===== config.mk =====
export PLATFORM = sky130hd
export DESIGN_NAME = usb_host_cmd_sts
export DESIGN_NICKNAME = d
export VERILOG_FILES = /design/src/design/usb_host_cmd_sts.v
export VERILOG_INCLUDE_DIRS = /design/src /design/src/design
export SDC_FILE = /design/constraint.sdc
export NUM_CORES = 1
export LEC_CHECK = 0
export ABC_AREA = 0
export BUFFER_PORTS_ARGS = -buffer_cell sky130_fd_sc_hd__buf_2
export CORE_ASPECT_RATIO = 0.9
export CORE_UTILIZATION = 55
export CTS_CLUSTER_SIZE = 24
export DETAILED_ROUTE_END_ITERATION = 10
export GPL_TIMING_DRIVEN = 0
export PLACE_DENSITY_LB_ADDON = 0.25
export SETUP_SLACK_MARGIN = 0.15
export SYNTH_ARGS = -nofsm -noshare
export SYNTH_HDL_FRONTEND = slang
export SYNTH_SLANG_ARGS = --single-unit

===== constraint.sdc =====
create_clock -name core_clk -period 3 [get_ports core_clk]
set_input_delay 0.45 -clock core_clk [delete_from_list [all_inputs] [get_ports core_clk]]
set_output_delay 0.45 -clock core_clk [all_outputs]
set_load 0.02 [all_outputs]

===== src/design/usb_host_cmd_sts_defines.vh =====
// Offsets, field positions, reset values and timing counts for the
// host command and status register bank.
// Assumes byte addresses on an 8-bit register address port.
`ifndef USB_HOST_CMD_STS_DEFINES_VH
`define USB_HOST_CMD_STS_DEFINES_VH

// ----------------------------------------------------------------
// Register offsets
// ----------------------------------------------------------------
`define HOST_COMMAND_OFS   8'h8c
`define HOST_STATUS_OFS    8'h90
`define IRQ_ENABLE_OFS     8'h94
`define MICROFRAME_OFS     8'h98
`define STATUS_CLEAR_OFS   8'he4

// ----------------------------------------------------------------
// Command fields
// ----------------------------------------------------------------
`define CMD_RUN_STOP_BIT   0
`define CMD_FULL_RST_BIT   1
`define CMD_FLS_LO_BIT     2
`define CMD_FLS_HI_BIT     3
`define CMD_SOFT_RST_BIT   7
`define CMD_RESET_VAL      32'h0000_0000

// ----------------------------------------------------------------
// Status and enable fields (same layout)
// ----------------------------------------------------------------
`define STS_PCD_BIT        2
`define STS_FLR_BIT        3
`define STS_RESET_VAL      32'h0000_0000

// ----------------------------------------------------------------
// Frame list size codes
// ----------------------------------------------------------------
`define FLS_1024           2'h0
`define FLS_512            2'h1
`define FLS_256            2'h2
`define FLS_RSVD           2'h3

// ----------------------------------------------------------------
// Timing
// ----------------------------------------------------------------
`define CLK_PERIOD_PS      8000
`define MICROFRAME_US      125
`define MICROFRAME_CYCLES  ((`MICROFRAME_US * 1000000) / `CLK_PERIOD_PS)
`define FULL_RESET_CYCLES  16

`endif


===== src/design/usb_host_cmd_sts.v =====
// Command and status register pair of a host controller, with the
// microframe counter, interrupt gating and reset sequencing they steer.
// Assumes one clock, synchronous inputs and a single-cycle strobe bus.
//
// Function
// - Command register writes act immediately.
// - Soft reset resets core, keeps port state.
// - Frame list size resets 00b, sets entries.
// - Full reset bit holds one, self-clears.
// - Run/stop one runs schedule, zero stops.
// - Status flags clear on written one or full reset.
// - Status holds no per-transaction outcome.
// - Rollover flag sets on index wrap.
// - Port change flag sets on port events.
// - Enabled set flag raises the interrupt.
// - Index advances once each 125 us microframe while running.
`timescale 1ns/1ps
`include "usb_host_cmd_sts_defines.vh"

module usb_host_cmd_sts #(
    parameter MICROFRAME_CYCLES = `MICROFRAME_CYCLES,
    parameter FULL_RESET_CYCLES = `FULL_RESET_CYCLES
) (
    // Clock, reset and enable.
    input  wire        core_clk,
    input  wire        srst,
    input  wire        clkEn,
    // Register port.
    input  wire [7:0]  regAddr,
    input  wire [31:0] regWrData,
    input  wire        regWr,
    input  wire        regRd,
    output reg  [31:0] regRdData,
    // Port status events from the port logic.
    input  wire        portBitRise,
    input  wire        ownershipHandoff,
    input  wire        remoteResumeFlag,
    // Controls, microframe index and status flags to the controller core.
    output reg         runStop,
    output reg  [1:0]  frameListSize,
    output reg         softControllerReset,
    output reg         controllerFullReset,
    output reg  [13:0] microframeIndex,
    output reg         frameListRollover,
    output reg         portChangeDetect,
    // Interrupt.
    output reg         irq
);

    // ------------------------------------------------------------
    // Local state
    // ------------------------------------------------------------
    localparam FR_IDLE = 1'b0;         // No full reset running.
    localparam FR_BUSY = 1'b1;         // Full reset in progress.

    reg [31:0] cmd_q;                  // Command register.
    reg [31:0] cmd_d;
    reg [31:0] sts_q;                  // Sticky status flags.
    reg [31:0] sts_d;
    reg [31:0] ien_q;                  // Interrupt enables.
    reg [31:0] ien_d;
    reg [13:0] idx_q;                  // Microframe index.
    reg [13:0] idx_d;
    reg [15:0] tick_q;                 // Cycles within microframe.
    reg [15:0] tick_d;
    reg [4:0]  rcnt_q;                 // Full reset cycle counter.
    reg [4:0]  rcnt_d;
    reg        frState_q;              // Full reset state.
    reg        frState_d;
    reg        resumePrev_q;           // Resume flag last cycle.
    reg [31:0] rd_d;                   // Read data next value.
    reg        wrap;                   // Index wraps this cycle.
    reg        pcdEvt;                 // Port change event.
    reg        step;                   // Index advances this cycle.
    reg [31:0] clrMask;                // Flags cleared by software.
    reg [31:0] setMask;                // Flags set by hardware.

    // ------------------------------------------------------------
    // Helpers
    // ------------------------------------------------------------

    // Write decode for one register offset.
    function hit;
        input [7:0] a;
        input [7:0] ofs;
        input       wr;
        begin
            hit = wr && (a == ofs);
        end
    endfunction

    // Highest index bit that still lies inside the frame list;
    // the reserved code falls back to the largest list.
    function [3:0] topBit;
        input [1:0] frame_list_size;
        begin
            case (frame_list_size)
                `FLS_512: topBit = 4'hb;
                `FLS_256: topBit = 4'ha;
                default:  topBit = 4'hc;
            endcase
        end
    endfunction

    // Mask of the index bits that count entries of the current list;
    // the index wraps once all of them are ones.
    function [13:0] wrapMask;
        input [1:0] frame_list_size;
        begin
            wrapMask = (14'h0002 << topBit(frame_list_size)) - 14'h0001;
        end
    endfunction

    // ------------------------------------------------------------
    // Next-state logic
    // ------------------------------------------------------------

    // Microframe timing and index wrap detection.
    // One step per microframe while running. A stop also zeroes the
    // sub-microframe counter, so a restart begins a full microframe.
    always @*
    begin
        step   = (tick_q == MICROFRAME_CYCLES - 1) &&
                 cmd_q[`CMD_RUN_STOP_BIT];
        tick_d = tick_q;
        idx_d  = idx_q;
        if (!cmd_q[`CMD_RUN_STOP_BIT])
        begin
            // Stopped: the index holds its value.
            tick_d = 16'h0000;
        end
        else if (step)
        begin
            tick_d = 16'h0000;
            idx_d  = idx_q + 14'h0001;
        end
        else
        begin
            tick_d = tick_q + 16'h0001;
        end
        // Wrap when every bit up to the top bit is one.
        wrap = step &&
               ((idx_q & wrapMask(cmd_q[3:2])) == wrapMask(cmd_q[3:2]));
    end

    // Command register and full reset sequencer.
    always @*
    begin
        cmd_d     = cmd_q;
        frState_d = frState_q;
        rcnt_d    = rcnt_q;
        if (hit(regAddr, `HOST_COMMAND_OFS, regWr))
        begin
            // Only defined fields are stored; the rest read zero.
            cmd_d = regWrData & 32'h0000_008f;
        end
        // The full reset owns the command register until it ends;
        // software sees bit 1 high the whole time and polls it.
        case (frState_q)
            FR_IDLE:
            begin
                if (cmd_d[`CMD_FULL_RST_BIT])
                begin
                    frState_d = FR_BUSY;
                    rcnt_d    = 5'h00;
                end
            end
            FR_BUSY:
            begin
                // Writes during the reset cannot end it early.
                cmd_d = 32'h0000_0002;
                if (rcnt_q == FULL_RESET_CYCLES - 1)
                begin
                    frState_d = FR_IDLE;
                    cmd_d     = `CMD_RESET_VAL;
                end
                else
                begin
                    rcnt_d = rcnt_q + 5'h01;
                end
            end
            default:
            begin
                frState_d = FR_IDLE;
            end
        endcase
    end

    // Status flags, enables and read data.
    always @*
    begin
        pcdEvt  = (portBitRise && !ownershipHandoff) ||
                  (remoteResumeFlag && !resumePrev_q);
        setMask = 32'h0000_0000;
        setMask[`STS_FLR_BIT] = wrap;
        setMask[`STS_PCD_BIT] = pcdEvt;
        clrMask = 32'h0000_0000;
        // Only the two defined flags can be cleared; ones written to
        // the reserved bits have no effect.
        if (hit(regAddr, `HOST_STATUS_OFS, regWr) ||
            hit(regAddr, `STATUS_CLEAR_OFS, regWr))
        begin
            clrMask = regWrData & 32'h0000_000c;
        end
        // A set in the same cycle as its clear wins.
        sts_d = (sts_q & ~clrMask) | setMask;
        ien_d = ien_q;
        if (hit(regAddr, `IRQ_ENABLE_OFS, regWr))
        begin
            ien_d = regWrData & 32'h0000_000c;
        end
        // A full reset wipes the flags and enables; events that arrive
        // during it are lost, which software must expect.
        if (frState_q == FR_BUSY)
        begin
            sts_d = `STS_RESET_VAL;
            ien_d = 32'h0000_0000;
        end
        // Read data is zero unless a read strobe is present, so the
        // registered port shows a value only in the cycle after it.
        rd_d = 32'h0000_0000;
        if (regRd)
        begin
            case (regAddr)
                `HOST_COMMAND_OFS: rd_d = cmd_q;
                `HOST_STATUS_OFS:  rd_d = sts_q;
                `IRQ_ENABLE_OFS:   rd_d = ien_q;
                `MICROFRAME_OFS:   rd_d = {18'h0, idx_q};
                default:           rd_d = 32'h0000_0000;
            endcase
        end
    end

    // ------------------------------------------------------------
    // Registers
    // ------------------------------------------------------------

    // All state is frozen while the clock enable is low.
    always @(posedge core_clk)
    begin
        if (srst)
        begin
            cmd_q        <= `CMD_RESET_VAL;
            sts_q        <= `STS_RESET_VAL;
            ien_q        <= 32'h0000_0000;
            idx_q        <= 14'h0000;
            tick_q       <= 16'h0000;
            rcnt_q       <= 5'h00;
            frState_q    <= FR_IDLE;
            resumePrev_q <= 1'b0;
            regRdData    <= 32'h0000_0000;
        end
        else if (clkEn)
        begin
            cmd_q        <= cmd_d;
            sts_q        <= sts_d;
            ien_q        <= ien_d;
            idx_q        <= (frState_q == FR_BUSY) ? 14'h0000 : idx_d;
            tick_q       <= (frState_q == FR_BUSY) ? 16'h0000 : tick_d;
            rcnt_q       <= rcnt_d;
            frState_q    <= frState_d;
            resumePrev_q <= remoteResumeFlag;
            regRdData    <= rd_d;
        end
    end

    // Outputs are registered copies of the next state, so the
    // core sees a written command on the edge that stores it.
    always @(posedge core_clk)
    begin
        if (srst)
        begin
            runStop             <= 1'b0;
            frameListSize       <= `FLS_1024;
            softControllerReset <= 1'b0;
            controllerFullReset <= 1'b0;
            microframeIndex     <= 14'h0000;
            frameListRollover   <= 1'b0;
            portChangeDetect    <= 1'b0;
            irq                 <= 1'b0;
        end
        else if (clkEn)
        begin
            runStop             <= cmd_d[`CMD_RUN_STOP_BIT];
            frameListSize       <= cmd_d[3:2];
            // Ports and ownership are untouched by this reset.
            // Nothing inside this bank is reset by it; the core is.
            softControllerReset <= cmd_d[`CMD_SOFT_RST_BIT];
            controllerFullReset <= cmd_d[`CMD_FULL_RST_BIT];
            microframeIndex     <= (frState_q == FR_BUSY) ?
                                   14'h0000 : idx_d;
            frameListRollover   <= sts_d[`STS_FLR_BIT];
            portChangeDetect    <= sts_d[`STS_PCD_BIT];
            // The interrupt is a level: it falls once software clears
            // the flag or its enable.
            irq                 <= |(sts_d & ien_d);
        end
    end

endmodule // usb_host_cmd_sts


==> summary.txt <==
Power
  – PD cells: 609 nW/um^2
  – Logic gate share of total power: 2.7%
  – Worst vdd ir: 0.545 mV
  – P_int: 3220 uW
  – Sequential Power Share: a little under half
  – Sw frac: 21.0%
  – Net switching power figure: between 800 and 900 uW
  – Leak: approximately 0.0026 uW
  – Total power: 4080 uW
  – Clk pwr share: 52.2%

CTS
  – Worst-skew pair later-pin latency: about 0.52 ns
  – CTS Buf Count: 17
  – Setup Fix Bufs, Post-CTS: 0
  – Clk root buf: clkbuf_8
  – CTS tree: yes
  – Clock sink count: 138
  – CTS resizes: 0
  – Clk slew on worst S/H paths: 0.06 ns
  – Clock tree buffer depth: 2
  – Post-CTS Hold Buffers: 0
  – H-tree depth: 4

Routing
  – Via count: 4,860
  – DR vias/cell: 5.91
  – Final routed DRC violation total: 0
  – DRT Wirelength: 14.9 mm
  – DR WL/cell: 18.1 microns
  – Drt first-iter violations: 454
  – Number of detailed-route iterations in the first pass: 5
  – DRT antenna net count: 0

Floorplan
  – Number of core rows: 34
  – DIE AREA: 10,500 sq um
  – Core area: slightly below 10,000 sq um
  – Top-level port count: 102
  – Die Y: about 97 microns
  – Initial Utilization: a little under three fifths
  – Die X: 108 microns

Setup path
  – Critical R2R Capture: tick_q[9]$_SDFFE_PP0P_
  – Worst Setup Path Type: flip-flop to flip-flop
  – R2R Path Start: tick_q[2]$_SDFFE_PP0P_
  – R2R setup slack: 0.57 ns
  – Critical path's slowest cell: or4b_1
  – CP Cell Sequence: or4b_1 > or4_4 > and3_1 > o21bai_2 > buf_2 > nor2_1
  – Crit path DAT: 2.84 ns
  – Crit-path max FO: 10
  – Startpoint types: flip-flop
  – CP delay by family, top: simple AND/OR/NAND/NOR gates
  – Worst EP required: 3.41 ns
  – Buffers & Inverters on Critical Path: 1
  – Path depth of the worst reg2reg path: 6
  – Slowest stage delay, CP: 0.60 ns
  – Crit end category: flip-flop

Outcome
  – Status: finished clean

Synth
  – Post-Synth XOR/XNOR Area: 4.41%
  – Post-synth top cells: dfxtp_1, and2_1, nor2_1, nand2_1, a22oi_1
  – Mapped Cells: 590
  – Compound-gate portion of the synthesized area: 17.8%
  – Sequential area share after synthesis: 49.7%
  – Main combinational cell family by area after synthesis: simple AND/OR/NAND/NOR gates
  – Yosys warnings: 0
  – Top cells by area, synth: dfxtp_1, and2_1, a22o_1
  – Async SR Flop Fraction: 0%
  – Seq cells post-synth: around 140
  – Primary FF master, synth: dfxtp_1
  – Syn Nets: 645
  – Cell variety after synth: 54
  – Leading area contributor after synthesis: dfxtp_1
  – Number of flops mapped to enable cells by yosys: 0
  – Post-Syn Area: roughly 5600 sq um
  – Post-synthesis mux area share: 0.900%
  – Share of the synthesized area in the top cell type: 49.7%
  – Post-synthesis adder-cell area fraction: 1.58%
  – Syn_area_per_cell: 9.42 sq um
  – Synth Area in Simple Gates: 22.1%
  – Count leader, synth: dfxtp_1

Place
  – PortBufs: 74
  – Placed Instances: 790
  – Placed Area: 6090 sq um
  – Post-DP HPWL: 10.5 mm
  – RePlAce Congestion: ~0.89

Timing
  – Fin crit share: 80.9%
  – Hold Fails Final Rpt: 0
  – RSZ-0062 raised after global routing: false
  – Final setup vio count: 0
  – WHS: 0.139 ns
  – Final setup TNS: 0 ns
  – Slew headroom: approximately 57%
  – Final Critical Period: ~2.4 ns
  – Least-Margin Pin Slew: 0.642 ns
  – Fin. max-slew vios: 0
  – Fmax achieved: roughly 400 MHz
  – Clock Skew: 0.00538 ns

Global route
  – Antenna violations before repair: 0
  – Vias in the first global route: about 4.6k
  – Largest net degree at the start of global routing: 17
  – GRT overflow: 0
  – First-pass GRT wire length: 23.5 mm
  – Total track usage: between 20 and 30%

Cells and area
  – Final #Nets: 738
  – Share of cells above drive strength 1: 16.2%
  – P&R area growth vs syn: 20.5%
  – # diodes: 0
  – Register Area: 2760 sq um
  – Cell area after layout: 6700 sq um
  – Area of the multi-input gates: approximately 2600 sq um
  – Finished Layout Cells: 822
  – Fill count: 760

Hold path
  – Hold path start: regWrData[0]
  – WHS Path Cells: 2
  – WHS Endpoint: cmd_q[0]$_SDFFE_PP0P_
  – Hold Path Class: primary input to flip-flop

Flow run
  – Max Cap Viol: 0
-- worst reg2reg max path, delay by kind of cell, from the launching register on --
kind	cells	cell delay, ns
AO/OA/AOI/OAI	1	0.25
buffers and inverters	1	0.27
flip-flops	1	0.35
AND/OR/NAND/NOR	4	1.44
-- sequential cells by signal, summed over array words and instances, names as in the netlist --
name and cells:
rcnt_q 5, regRdData 32, ien_q 32, sts_q 32
resumePrev_q 1, cmd_q 5, microframeIndex 14, tick_q 16
irq 1
-- area by class of cell --
class                      count  share of cell area, %
multi-input combinational    400                   38.8
timing repair buffer          74                   5.53
buffer                        34                   1.94
tap                          126                   2.35
sequential                   138                   41.2
clock inverter                10                   2.07
inverter                      18                   1.01
clock buffer                  22                   7.06
-- how the worst max path moves through the flow --
stage                                start                               to  slack (ns)  cells past startpoint
floorplan           tick_q[6]$_SDFFE_PP0P_                 irq$_SDFFE_PP0P_        0.82                      5
global placement                regAddr[3]       regRdData[26]$_SDFFE_PP0P_        0.30                      8
detailed placement              regAddr[3]       regRdData[26]$_SDFFE_PP0P_        0.29                      8
CTS                 tick_q[2]$_SDFFE_PP0P_  microframeIndex[9]$_SDFFE_PP0P_        0.60                      6
global route        tick_q[2]$_SDFFE_PP0P_  microframeIndex[9]$_SDFFE_PP0P_        0.49                      6
finish              tick_q[2]$_SDFFE_PP0P_           tick_q[9]$_SDFFE_PP0P_        0.57                      6
-- cell usage in the layout (no fill, tap or decap), types with 18 or more instances in the layout --
master    Yosys  layout
a21oi_1      19      19
inv_1        18      18
a22oi_1      30      30
nand2_1      41      41
a22o_1       29      29
and2_1       63      63
nor2_1       57      57
buf_2         2      76
clkbuf_1     29      30
xor2_1       21      21
dfxtp_1     138     138
-- stage by stage --
| stage | setup slack [ns] | utilization, % |
|---|---|---|
| CTS | 0.605 | 68.8 |
| floorplan | 0.821 | - |
| global placement | 0.296 | 62.5 |
| finish | 0.573 | 68.8 |
| detailed placement | 0.294 | 62.5 |
| global route | 0.488 | 68.8 |
-- cell families (layout without fill, tap and decap cells) --
family / count (synthesis) / in the layout
AO/OA/AOI/OAI: 129 / 129
XOR/XNOR: 28 / 28
adder cells (fa/ha/maj): 7 / 7
buffers and inverters: 52 / 158
flip-flops: 138 / 138
multiplexers: 5 / 5
AND/OR/NAND/NOR: 231 / 231
-- power by group through the flow --
stage               combinational (uW)  clock [uW]  sequential [uW]
global placement                   105           0             1880
detailed placement                 107           0             1880
CTS                                107        2140             1840
floorplan                         52.9           0             1880
global route                       117        2230             1840
finish                             109        2130             1840
-- metal layers --
metal	track usage [%]	routed length [microns]	share of wire (%)
met5	0	0	0
met4	11.0	359	2.4
met3	8.25	916	6.2
met2	47.8	7030	47
met1	38.1	6570	44
No activity file was read; power rests on OpenSTA's default activity.
